## config.mk

```make
export PLATFORM = sky130hd
export DESIGN_NAME = cfsp_regs
export DESIGN_NICKNAME = d
export VERILOG_FILES = /design/src/cfsp_pkg.sv /design/src/cfsp_alu_flags.sv /design/src/cfsp_regs.sv
export SDC_FILE = /design/constraint.sdc
export NUM_CORES = 1
export LEC_CHECK = 0
export BUFFER_PORTS_ARGS = -buffer_cell sky130_fd_sc_hd__buf_2
export CAP_MARGIN = 20
export CORE_MARGIN = 3
export CORE_UTILIZATION = 59
export DETAILED_ROUTE_END_ITERATION = 10
export PLACE_DENSITY = 0.87
export SYNTH_ARGS = -nofsm -noshare
export SYNTH_HDL_FRONTEND = slang
export SYNTH_HIERARCHICAL = 1
export SYNTH_SLANG_ARGS = --single-unit
```

## constraint.sdc

```tcl
create_clock -name i_sys_clk -period 6.4 [get_ports i_sys_clk]
set_input_delay 0.96 -clock i_sys_clk [delete_from_list [all_inputs] [get_ports i_sys_clk]]
set_output_delay 0.96 -clock i_sys_clk [all_outputs]
set_load 0.005 [all_outputs]
```

## src/cfsp_pkg.sv

```systemverilog
// Shared constants for the core flag and stack pointer register file.
// Assumes one core clock and a synchronous active-low reset.
package cfsp_pkg;
    // Condition flag bit positions
    localparam int FLAG_CARRY = 0;
    localparam int FLAG_ZERO = 1;
    localparam int FLAG_NEG = 2;
    localparam int FLAG_PRIO_LOW = 3;
    localparam int FLAG_HALF = 4;
    localparam int FLAG_PRIO_HIGH = 5;
    // Undefined flag bits reset to a known value, priority level 3
    localparam logic [7:0] FLAGS_RESET = 8'hE8;
    // Stack window
    localparam logic [15:0] SP_RESET = 16'h017F;
    localparam logic [8:0] SP_FIXED_HIGH = 9'h002;
    localparam int SP_VAR_BITS = 7;
    // Priority encodings {high,low}
    localparam logic [1:0] PRIO_LEVEL0 = 2'h2;
    localparam logic [1:0] PRIO_LEVEL1 = 2'h1;
    localparam logic [1:0] PRIO_LEVEL2 = 2'h0;
    localparam logic [1:0] PRIO_LEVEL3 = 2'h3;
    // Context frame lengths
    localparam logic [2:0] CALL_BYTES = 3'h2;
    localparam logic [2:0] IRQ_BYTES = 3'h5;
    // ALU operation codes
    typedef enum logic [3:0] {
        CFSP_OP_NONE = 4'h0,
        CFSP_OP_ADD = 4'h1,
        CFSP_OP_ADC = 4'h2,
        CFSP_OP_SUB = 4'h3,
        CFSP_OP_SBC = 4'h4,
        CFSP_OP_LOGIC = 4'h5,
        CFSP_OP_SHIFT = 4'h6,
        CFSP_OP_BTJ = 4'h7
    } cfsp_alu_op_t;
    // Context sequencer states
    typedef enum logic [2:0] {
        CFSP_IDLE = 3'h0,
        CFSP_SAVE = 3'h1,
        CFSP_RESTORE = 3'h2
    } cfsp_seq_t;
endpackage

```

## src/cfsp_alu_flags.sv

```systemverilog
// Flag computation for one ALU result.
// Assumes operands and op are stable in the cycle the update is taken.
`timescale 1ns/100ps
`default_nettype none
module cfsp_alu_flags (
    input wire logic [3:0] i_op,
    input wire logic [7:0] i_a,
    input wire logic [7:0] i_b,
    input wire logic i_carry_in,
    input wire logic i_shift_carry,
    input wire logic i_test_bit,
    output logic [7:0] o_result,
    output logic o_half,
    output logic o_neg,
    output logic o_zero,
    output logic o_carry
);
    logic [8:0] sum;
    logic [4:0] low_sum;
    logic cin;
    always_comb begin
        cin = (i_op == cfsp_pkg::CFSP_OP_ADC || i_op == cfsp_pkg::CFSP_OP_SBC)
            ? i_carry_in : 1'b0;
        low_sum = {1'b0, i_a[3:0]} + {1'b0, i_b[3:0]} + {4'h0, cin};
        sum = 9'h000;
        o_carry = i_carry_in;
        o_result = i_b;
        case (i_op)
            cfsp_pkg::CFSP_OP_ADD, cfsp_pkg::CFSP_OP_ADC: begin
                sum = {1'b0, i_a} + {1'b0, i_b} + {8'h00, cin};
                o_result = sum[7:0];
                o_carry = sum[8]; // RQ4
            end
            cfsp_pkg::CFSP_OP_SUB, cfsp_pkg::CFSP_OP_SBC: begin
                sum = {1'b0, i_a} - {1'b0, i_b} - {8'h00, cin};
                o_result = sum[7:0];
                o_carry = sum[8]; // RQ4
            end
            cfsp_pkg::CFSP_OP_SHIFT: o_carry = i_shift_carry; // RQ4
            cfsp_pkg::CFSP_OP_BTJ: o_carry = i_test_bit; // RQ4
            default: o_result = i_b;
        endcase
        o_half = low_sum[4]; // RQ1
        o_neg = o_result[7]; // RQ2
        o_zero = (o_result == 8'h00); // RQ3
    end
endmodule
`default_nettype wire

```

## src/cfsp_regs.sv

```systemverilog
// What this block does
// RQ1 - Half-carry bit 4 set on carry from bit 3 during add, cleared by an add without it, held by other ops.
// RQ2 - Negative bit 2 copies result bit 7 after each data operation.
// RQ3 - Zero bit 1 set when latest result is zero, else cleared.
// RQ4 - Carry bit 0 from arithmetic, bit test, shifts, set and clear ops.
// RQ5 - Priority bits 5,3 encode levels 0..3; level 3 disables interrupts.
// RQ6 - Interrupt entry loads priority with the serviced vector's level.
// RQ7 - Mask, unmask, return, halt, wait and flag pop write priority.
// RQ8 - Stack pointer 16 bits, low 7 variable, upper 9 fixed.
// RQ9 - Reset or stack reinit op sets stack pointer to 017Fh.
// RQ10 - Pointer marks next free byte; post-decrement push, pre-increment pop.
// RQ11 - Pointer wraps in its 128-byte window silently both ways.
// RQ12 - Call uses two stack bytes, interrupt entry five.
// RQ13 - Interrupt save writes program counter low first, then descending.
// RQ14 - Automatic save and restore leave the second index register alone.
// RQ15 - Program counter is 16 bits as low and high bytes, next address.
// RQ16 - Stack pointer low byte is readable and writable by load ops.
// RQ17 - Interrupt return restores context, including priority, from stack.
// RQ18 - Save order: pc low, pc high, first index, accumulator, flags.
//
// Architectural flag, program counter and stack pointer register file.
// Assumes the core keeps memory cycles to the one-byte stack port and
// issues at most one op per cycle; the second index register lives
// outside and no stack op ever touches it.
`timescale 1ns/100ps
`default_nettype none
module cfsp_regs #(
    parameter int SP_BITS = 7
) (
    input wire logic i_sys_clk,
    input wire logic i_reset_n,
    // ALU flag update
    input wire logic i_alu_valid,
    input wire logic [3:0] i_alu_op,
    input wire logic [7:0] i_alu_a,
    input wire logic [7:0] i_alu_b,
    input wire logic i_shift_carry,
    input wire logic i_test_bit,
    input wire logic i_set_overflow_op,
    input wire logic i_clear_overflow_op,
    // Priority controls
    input wire logic i_mask_interrupts_op,
    input wire logic i_unmask_interrupts_op,
    input wire logic i_halt_op,
    input wire logic i_wait_for_irq_op,
    input wire logic [1:0] i_vector_priority,
    input wire logic i_flags_write,
    input wire logic [7:0] i_flags_wdata,
    // Program counter
    input wire logic i_pc_load,
    input wire logic [15:0] i_pc_wdata,
    input wire logic i_pc_low_write,
    input wire logic i_pc_high_write,
    input wire logic [7:0] i_pc_byte,
    // Stack pointer
    input wire logic i_stack_reinit_op,
    input wire logic i_load_op,
    input wire logic [7:0] i_sp_low_wdata,
    input wire logic i_push,
    input wire logic i_pop,
    // Context sequences
    input wire logic i_call,
    input wire logic i_irq_entry,
    input wire logic i_interrupt_return_op,
    input wire logic [7:0] i_index_x,
    input wire logic [7:0] i_accum,
    input wire logic [7:0] i_stack_rdata,
    output logic [7:0] o_condition_flags,
    output logic [15:0] o_stack_pointer,
    output logic [15:0] o_program_counter,
    output logic [7:0] o_alu_result,
    output logic o_irq_disabled,
    output logic o_stack_we,
    output logic [15:0] o_stack_addr,
    output logic [7:0] o_stack_wdata,
    output logic o_stack_re,
    output logic o_busy,
    output logic o_x_load,
    output logic o_a_load,
    output logic [7:0] o_restore_data
);
    // The fixed high part only fills 16 bits with a 7-bit window
    if (SP_BITS != cfsp_pkg::SP_VAR_BITS) begin
        $error("Stack window width must be 7 bits");
    end

    typedef struct packed {
        logic [7:0] flags;
        logic [SP_BITS-1:0] sp;
        logic [15:0] pc;
        logic [7:0] result;
        logic we;
        logic [15:0] addr;
        logic [7:0] wdata;
        logic re;
        logic x_load;
        logic a_load;
        logic [7:0] rdata;
        cfsp_pkg::cfsp_seq_t seq;
        logic [2:0] step;
        logic [39:0] frame;
        logic [7:0] pc_high_hold;
        logic busy;
        logic irq_off;
    } cfsp_state_t;

    cfsp_state_t cur;
    cfsp_state_t next_cur;

    logic [7:0] alu_res;
    logic alu_half;
    logic alu_neg;
    logic alu_zero;
    logic alu_carry;

    cfsp_alu_flags u_alu (
        .i_op(i_alu_op),
        .i_a(i_alu_a),
        .i_b(i_alu_b),
        .i_carry_in(cur.flags[cfsp_pkg::FLAG_CARRY]),
        .i_shift_carry(i_shift_carry),
        .i_test_bit(i_test_bit),
        .o_result(alu_res),
        .o_half(alu_half),
        .o_neg(alu_neg),
        .o_zero(alu_zero),
        .o_carry(alu_carry)
    );

    // Full address of a window offset
    function automatic logic [15:0] sp_addr(input logic [SP_BITS-1:0] s);
        sp_addr = {cfsp_pkg::SP_FIXED_HIGH, s}; // RQ8
    endfunction

    // Writes both priority bits from a {high,low} pair
    function automatic logic [7:0] put_prio(input logic [7:0] f,
                                            input logic [1:0] p);
        put_prio = f;
        put_prio[cfsp_pkg::FLAG_PRIO_HIGH] = p[1];
        put_prio[cfsp_pkg::FLAG_PRIO_LOW] = p[0];
    endfunction

    always_comb begin
        next_cur = cur;
        next_cur.we = 1'b0;
        next_cur.re = 1'b0;
        next_cur.x_load = 1'b0;
        next_cur.a_load = 1'b0;
        case (cur.seq)
            cfsp_pkg::CFSP_IDLE: begin
                if (i_alu_valid) begin
                    next_cur.result = alu_res;
                    next_cur.flags[cfsp_pkg::FLAG_NEG] = alu_neg; // RQ2
                    next_cur.flags[cfsp_pkg::FLAG_ZERO] = alu_zero; // RQ3
                    if (i_alu_op == cfsp_pkg::CFSP_OP_ADD ||
                        i_alu_op == cfsp_pkg::CFSP_OP_ADC) begin
                        next_cur.flags[cfsp_pkg::FLAG_HALF] = alu_half; // RQ1
                    end
                    next_cur.flags[cfsp_pkg::FLAG_CARRY] = alu_carry; // RQ4
                end
                if (i_set_overflow_op) begin
                    next_cur.flags[cfsp_pkg::FLAG_CARRY] = 1'b1; // RQ4
                end else if (i_clear_overflow_op) begin
                    next_cur.flags[cfsp_pkg::FLAG_CARRY] = 1'b0; // RQ4
                end
                // Halt and wait open interrupts like unmask does
                if (i_mask_interrupts_op) begin
                    next_cur.flags = put_prio(next_cur.flags,
                        cfsp_pkg::PRIO_LEVEL3); // RQ7
                end else if (i_unmask_interrupts_op || i_halt_op ||
                             i_wait_for_irq_op) begin
                    next_cur.flags = put_prio(next_cur.flags,
                        cfsp_pkg::PRIO_LEVEL0); // RQ7
                end
                if (i_flags_write) begin
                    next_cur.flags = i_flags_wdata; // RQ7
                end
                if (i_pc_load) begin
                    next_cur.pc = i_pc_wdata; // RQ15
                end
                if (i_pc_low_write) begin
                    next_cur.pc[7:0] = i_pc_byte; // RQ15
                end
                if (i_pc_high_write) begin
                    next_cur.pc[15:8] = i_pc_byte; // RQ15
                end
                if (i_stack_reinit_op) begin
                    next_cur.sp = cfsp_pkg::SP_RESET[SP_BITS-1:0]; // RQ9
                end else if (i_load_op) begin
                    next_cur.sp = i_sp_low_wdata[SP_BITS-1:0]; // RQ16
                end else if (i_push) begin
                    next_cur.sp = cur.sp - 1'b1; // RQ10 RQ11
                end else if (i_pop) begin
                    next_cur.sp = cur.sp + 1'b1; // RQ10 RQ11
                end
                if (i_irq_entry) begin
                    // Frame is shifted out low byte first
                    next_cur.frame = {cur.flags, i_accum, i_index_x,
                                      cur.pc[15:8], cur.pc[7:0]}; // RQ18
                    next_cur.step = cfsp_pkg::IRQ_BYTES; // RQ12
                    next_cur.seq = cfsp_pkg::CFSP_SAVE;
                    next_cur.flags = put_prio(cur.flags,
                        i_vector_priority); // RQ6
                end else if (i_call) begin
                    next_cur.frame = {24'h000000, cur.pc[15:8],
                                      cur.pc[7:0]};
                    next_cur.step = cfsp_pkg::CALL_BYTES; // RQ12
                    next_cur.seq = cfsp_pkg::CFSP_SAVE;
                end else if (i_interrupt_return_op) begin
                    next_cur.step = cfsp_pkg::IRQ_BYTES;
                    next_cur.seq = cfsp_pkg::CFSP_RESTORE;
                    next_cur.sp = cur.sp + 1'b1; // RQ10
                    next_cur.re = 1'b1;
                    next_cur.addr = sp_addr(cur.sp + 1'b1);
                end
            end
            cfsp_pkg::CFSP_SAVE: begin
                // Low byte goes at the free slot, then descending
                next_cur.we = 1'b1; // RQ13
                next_cur.addr = sp_addr(cur.sp);
                next_cur.wdata = cur.frame[7:0];
                next_cur.frame = {8'h00, cur.frame[39:8]};
                next_cur.sp = cur.sp - 1'b1; // RQ10 RQ11
                next_cur.step = cur.step - 1'b1;
                if (cur.step == 3'h1) begin
                    next_cur.seq = cfsp_pkg::CFSP_IDLE;
                end
            end
            cfsp_pkg::CFSP_RESTORE: begin
                // Reverse order: flags, accumulator, index, pc high, pc low
                if (cur.re) begin
                    next_cur.rdata = i_stack_rdata;
                    case (cur.step)
                        3'h5: next_cur.flags = i_stack_rdata; // RQ17
                        3'h4: next_cur.a_load = 1'b1;
                        3'h3: next_cur.x_load = 1'b1; // RQ14
                        3'h2: next_cur.pc_high_hold = i_stack_rdata;
                        default: next_cur.pc = {cur.pc_high_hold,
                                                i_stack_rdata}; // RQ17
                    endcase
                    next_cur.step = cur.step - 1'b1;
                    if (cur.step == 3'h1) begin
                        next_cur.seq = cfsp_pkg::CFSP_IDLE;
                    end else begin
                        next_cur.sp = cur.sp + 1'b1; // RQ10 RQ11
                        next_cur.re = 1'b1;
                        next_cur.addr = sp_addr(cur.sp + 1'b1);
                    end
                end
            end
            default: next_cur.seq = cfsp_pkg::CFSP_IDLE;
        endcase
        if (!i_reset_n) begin
            next_cur = '0;
            next_cur.flags = cfsp_pkg::FLAGS_RESET;
            next_cur.sp = cfsp_pkg::SP_RESET[SP_BITS-1:0]; // RQ9
            next_cur.seq = cfsp_pkg::CFSP_IDLE;
        end
        // Status outputs kept as flops, in step with seq and flags
        next_cur.busy = (next_cur.seq != cfsp_pkg::CFSP_IDLE);
        // Level 3 masks all maskable sources
        next_cur.irq_off = ({next_cur.flags[cfsp_pkg::FLAG_PRIO_HIGH],
                             next_cur.flags[cfsp_pkg::FLAG_PRIO_LOW]}
                            == cfsp_pkg::PRIO_LEVEL3); // RQ5
    end

    always_ff @(posedge i_sys_clk) begin
        cur <= next_cur;
    end

    // Outputs are all register bits or fixed constants beside them
    always_comb begin
        o_condition_flags = cur.flags;
        o_stack_pointer = sp_addr(cur.sp); // RQ8
        o_program_counter = cur.pc;
        o_alu_result = cur.result;
        o_stack_we = cur.we;
        o_stack_addr = cur.addr;
        o_stack_wdata = cur.wdata;
        o_stack_re = cur.re;
        o_busy = cur.busy;
        o_x_load = cur.x_load;
        o_a_load = cur.a_load;
        o_restore_data = cur.rdata;
        o_irq_disabled = cur.irq_off; // RQ5
    end
endmodule
`default_nettype wire

```

==> metrics.md <==
| Metric | Value |
|---|---|
| Clock root cell | `clkbuf_16` |
| Max-slew violations | `0` |
| Layout cells sized above 1 | `0.2385` |
| Post-Place Cell Area | `~0.0084 mm2` |
| Sink Count | `123` |
| Total global-route track usage | `0.2787` |
| IO buf count | `175` |
| Ys flop type | `dfxtp_1` |
| DR pass1 iterations | `5` |
| Gate power share | `0.190` |
| Clock share of power | `0.422` |
| Fin nets | `1218` |
| Ys Warns | `6` |
| CTS tree | `built` |
| First-pass GRT wire length | `33.94 mm` |
| CP max stage delay | `0.66 ns` |
| Area of the multi-input gates | `0.004627 mm2` |
| Worst Path Max Fanout | `16` |
| Worst EP arrival | `4.77 ns` |
| Fin. Hold Viols | `0` |
| Power per cell area | `247.5 mW/mm2` |
| Initial DRC count | `798` |
| Setup TNS | `0 ns` |
| Internal power | `1.555 mW` |
| CP max stage cell | `a2111oi_0` |
| Critical Path End Type | `flop` |
| Number of flops mapped to enable cells by yosys | `0` |
| HPWL after detailed placement | `15.45 mm` |
| Synth Cell Area | `just over 0.008 mm2` |
| Vias | `7655` |
| VDD IR max | `0.0002429 V` |
| Area Growth Syn to Fin | `9.737%` |
| Worst slew pin tran | `0.9211 ns` |
| Die Area | `0.01525 mm2` |
| Wire length per cell | `~17 um` |
| Post-synth cell types | `75` |
| Placement Rows | `42` |
| Ys async rst share | `0` |
| WL final | `21.88 mm` |
| Req. time, crit path | `between 6 and 7 ns` |
| Flop pwr share | `0.388` |
| Worst min path class | `flop to flop` |
| Seq cells post-synth | `123` |
| Final Skew | `0.009580 ns` |
| Storage cell area | `between 0.002 and 0.0025 mm2` |
| Worst path top cell family by delay | `compound AO/OA/AOI/OAI gates` |
| Critical Path Source Type | `input pin` |
| Fmax | `between 200 and 250 MHz` |
| Total grt overflow | `0` |
| Number of CTS-inserted buffers | `17` |
| Initial Util | `0.6103` |
| Fillers | `1094` |
| Post-synthesis sequential area ratio | `0.3023` |
| Initial antenna violation count | `1` |
| IO Count | `194` |
| Largest net degree at the start of global routing | `69` |
| Status | `completed` |
| Setup violations, final | `0` |
| Final Cell Area | `just under 0.009 mm2` |
| Period utilization | `0.6992` |
| Max_cap viols | `0` |
| Worst Path Buf+Inv | `1` |
| Skew-Pair Late Insertion Delay | `0.42 ns` |
| Gates resized, CTS repair | `0` |
| Height of the die | `roughly 120 um` |
| Number of remaining DRC errors | `0` |
| Final ANT Viol Nets | `0` |
| Routability cong. | `around 0.89` |
| Chip Width | `123.5 um` |
| H-tree depth | `4` |
| Tmin final | `4.475 ns` |
| Mapped Cells | `1018` |
| Post-CTS Repair Setup Buffers | `0` |
| CTS Hold Bufs | `0` |
| Core Region | `between 0.01 and 0.015 mm2` |
| RSZ-0062 raised after global routing | `no` |
| Max-slew headroom | `0.3859` |
| Clk pin slew, worst setup/hold paths | `0.06 ns` |
| Critical path type | `input pin to flop` |
| Critical path cell sequence | `buf_2, xor2_1, nand3_1, fa_1, fa_1, nand2b_1, a2111oi_0, o31ai_1, xor2_1, o32ai_1, o32a_1, mux2i_1, nor2_1, o311ai_0, a21oi_1` |
| Via density | `6.037` |
| NetSw | `between 0.6 and 0.7 mW` |
| Max Root-Sink Buffers | `2` |
| Vias in the first global route | `6825` |
| Leak Pwr | `around 3.9 nW` |
| Switching Fraction | `0.2972` |
| Avg Cell Area, Syn | `about 8 um2` |
## synthesized netlist by cell type, drive strengths merged, types with 9 or more instances
| cell type | instances | area [um2] |
|---|---|---|
| a211oi | 10 | 90.09 |
| a21oi | 50 | 261.5 |
| a22oi | 17 | 127.6 |
| a311oi | 34 | 473.0 |
| buf | 118 | 838.3 |
| clkbuf | 37 | 138.9 |
| dfxtp | 123 | 2462 |
| ha | 29 | 362.9 |
| inv | 36 | 135.1 |
| mux2i | 29 | 290.3 |
| nand2 | 140 | 525.5 |
| nand2b | 13 | 81.33 |
| nand3 | 45 | 225.2 |
| nor2 | 104 | 400.4 |
| nor2b | 9 | 58.81 |
| nor3 | 18 | 95.09 |
| o211a | 9 | 90.09 |
| o211ai | 10 | 75.07 |
| o21ai | 48 | 251.5 |
| xnor2 | 14 | 122.6 |
| xor2 | 15 | 131.4 |
## power by group through the flow
stage               clock [mW]  combinational, mW  sequential, mW
floorplan                    0              0.347           0.849
detailed placement           0              0.409           0.873
finish                   0.935              0.419           0.859
global route             0.975              0.462           0.864
CTS                      0.939              0.413           0.857
global placement             0              0.397           0.871
## sequential cells by signal (all words and copies together), names as in the netlist, 7 cells and up
signal	count
cur	54
o_stack_addr	8
o_condition_flags	8
o_program_counter	16
o_restore_data	8
o_stack_wdata	8
o_alu_result	8
o_stack_pointer	7
## routing by layer
layer  track usage  up-vias  routed length, um
met5             0        -                  0
met4        0.1059        0                632
met3       0.06587       61               2158
met2        0.4421      468              10210
met1        0.3685     3515               8881
li1              -     3611                  -
## logic make-up (layout without fill, tap and decap cells)
group           after synthesis  count (layout)  share of synthesized area
buf+inv                     192             248                     0.1372
fa+ha+maj                    33              33                    0.05437
mux                          30              30                    0.03701
flops                       123             123                     0.3023
compound gates              243             243                     0.2335
simple gates                366             366                     0.2037
xor+xnor                     29              29                    0.03118
other cells                   2              20                  0.0009219
## tightest hold or removal path: stages, from the launching register on
cell and delay (ns):
dfxtp_1 0.31, nand2_1 0.05, a21oi_1 0.05
## layout by cell type, fill, tap and decap left out, types with 5 or more instances in the layout
master	n
clkbuf_16	17
conb_1	18
clkinv_2	5
xor2_1	15
nor3_1	17
nor2b_1	8
o211a_1	9
nand2b_1	13
buf_2	175
nand3_1	45
o31ai_1	6
a22oi_1	17
a221oi_1	7
nand2_1	140
o221ai_1	6
ha_1	29
mux2i_1	29
a21o_1	5
nor2_1	102
a211oi_1	7
dfxtp_1	123
o211ai_1	10
a21oi_1	49
o22ai_1	5
o21ai_0	47
xnor2_1	14
a311oi_2	28
nor4_1	5
inv_1	35
a311oi_1	6
## final timing paths
path	from	endpoint	slack (ns)	cells after the start
hold / removal	cur[12]	o_stack_wdata[2]	0.45	2
hold reg to reg	cur[12]	o_stack_wdata[2]	0.45	2
setup reg to reg	o_condition_flags[0]	o_condition_flags[0]	2.38	13
setup / recovery	i_alu_op[2]	o_condition_flags[0]	1.92	15
## area by class of cell
type / instances / area share
antenna: 2 / 0.0005598
multi-input combinational: 719 / 0.5176
clock buffer: 20 / 0.05220
inverter: 37 / 0.01582
tap: 176 / 0.02463
timing repair buffer: 179 / 0.1013
sequential: 123 / 0.2754
clock inverter: 12 / 0.01246
## stage by stage
step                hold slack [ns]  instances  power (mW)  worst slack, ns    util
floorplan                    0.4322       1034       1.196            2.085       -
global placement             0.4388       1234       1.268            1.709  0.6261
detailed placement           0.4456       1234       1.281            1.623  0.6261
CTS                          0.4532       1266       2.208            2.033  0.6694
global route                 0.4674       1267       2.301            1.597  0.6696
finish                       0.4495       1268       2.213            1.925  0.6698
Power figures use the tool's default switching activity.
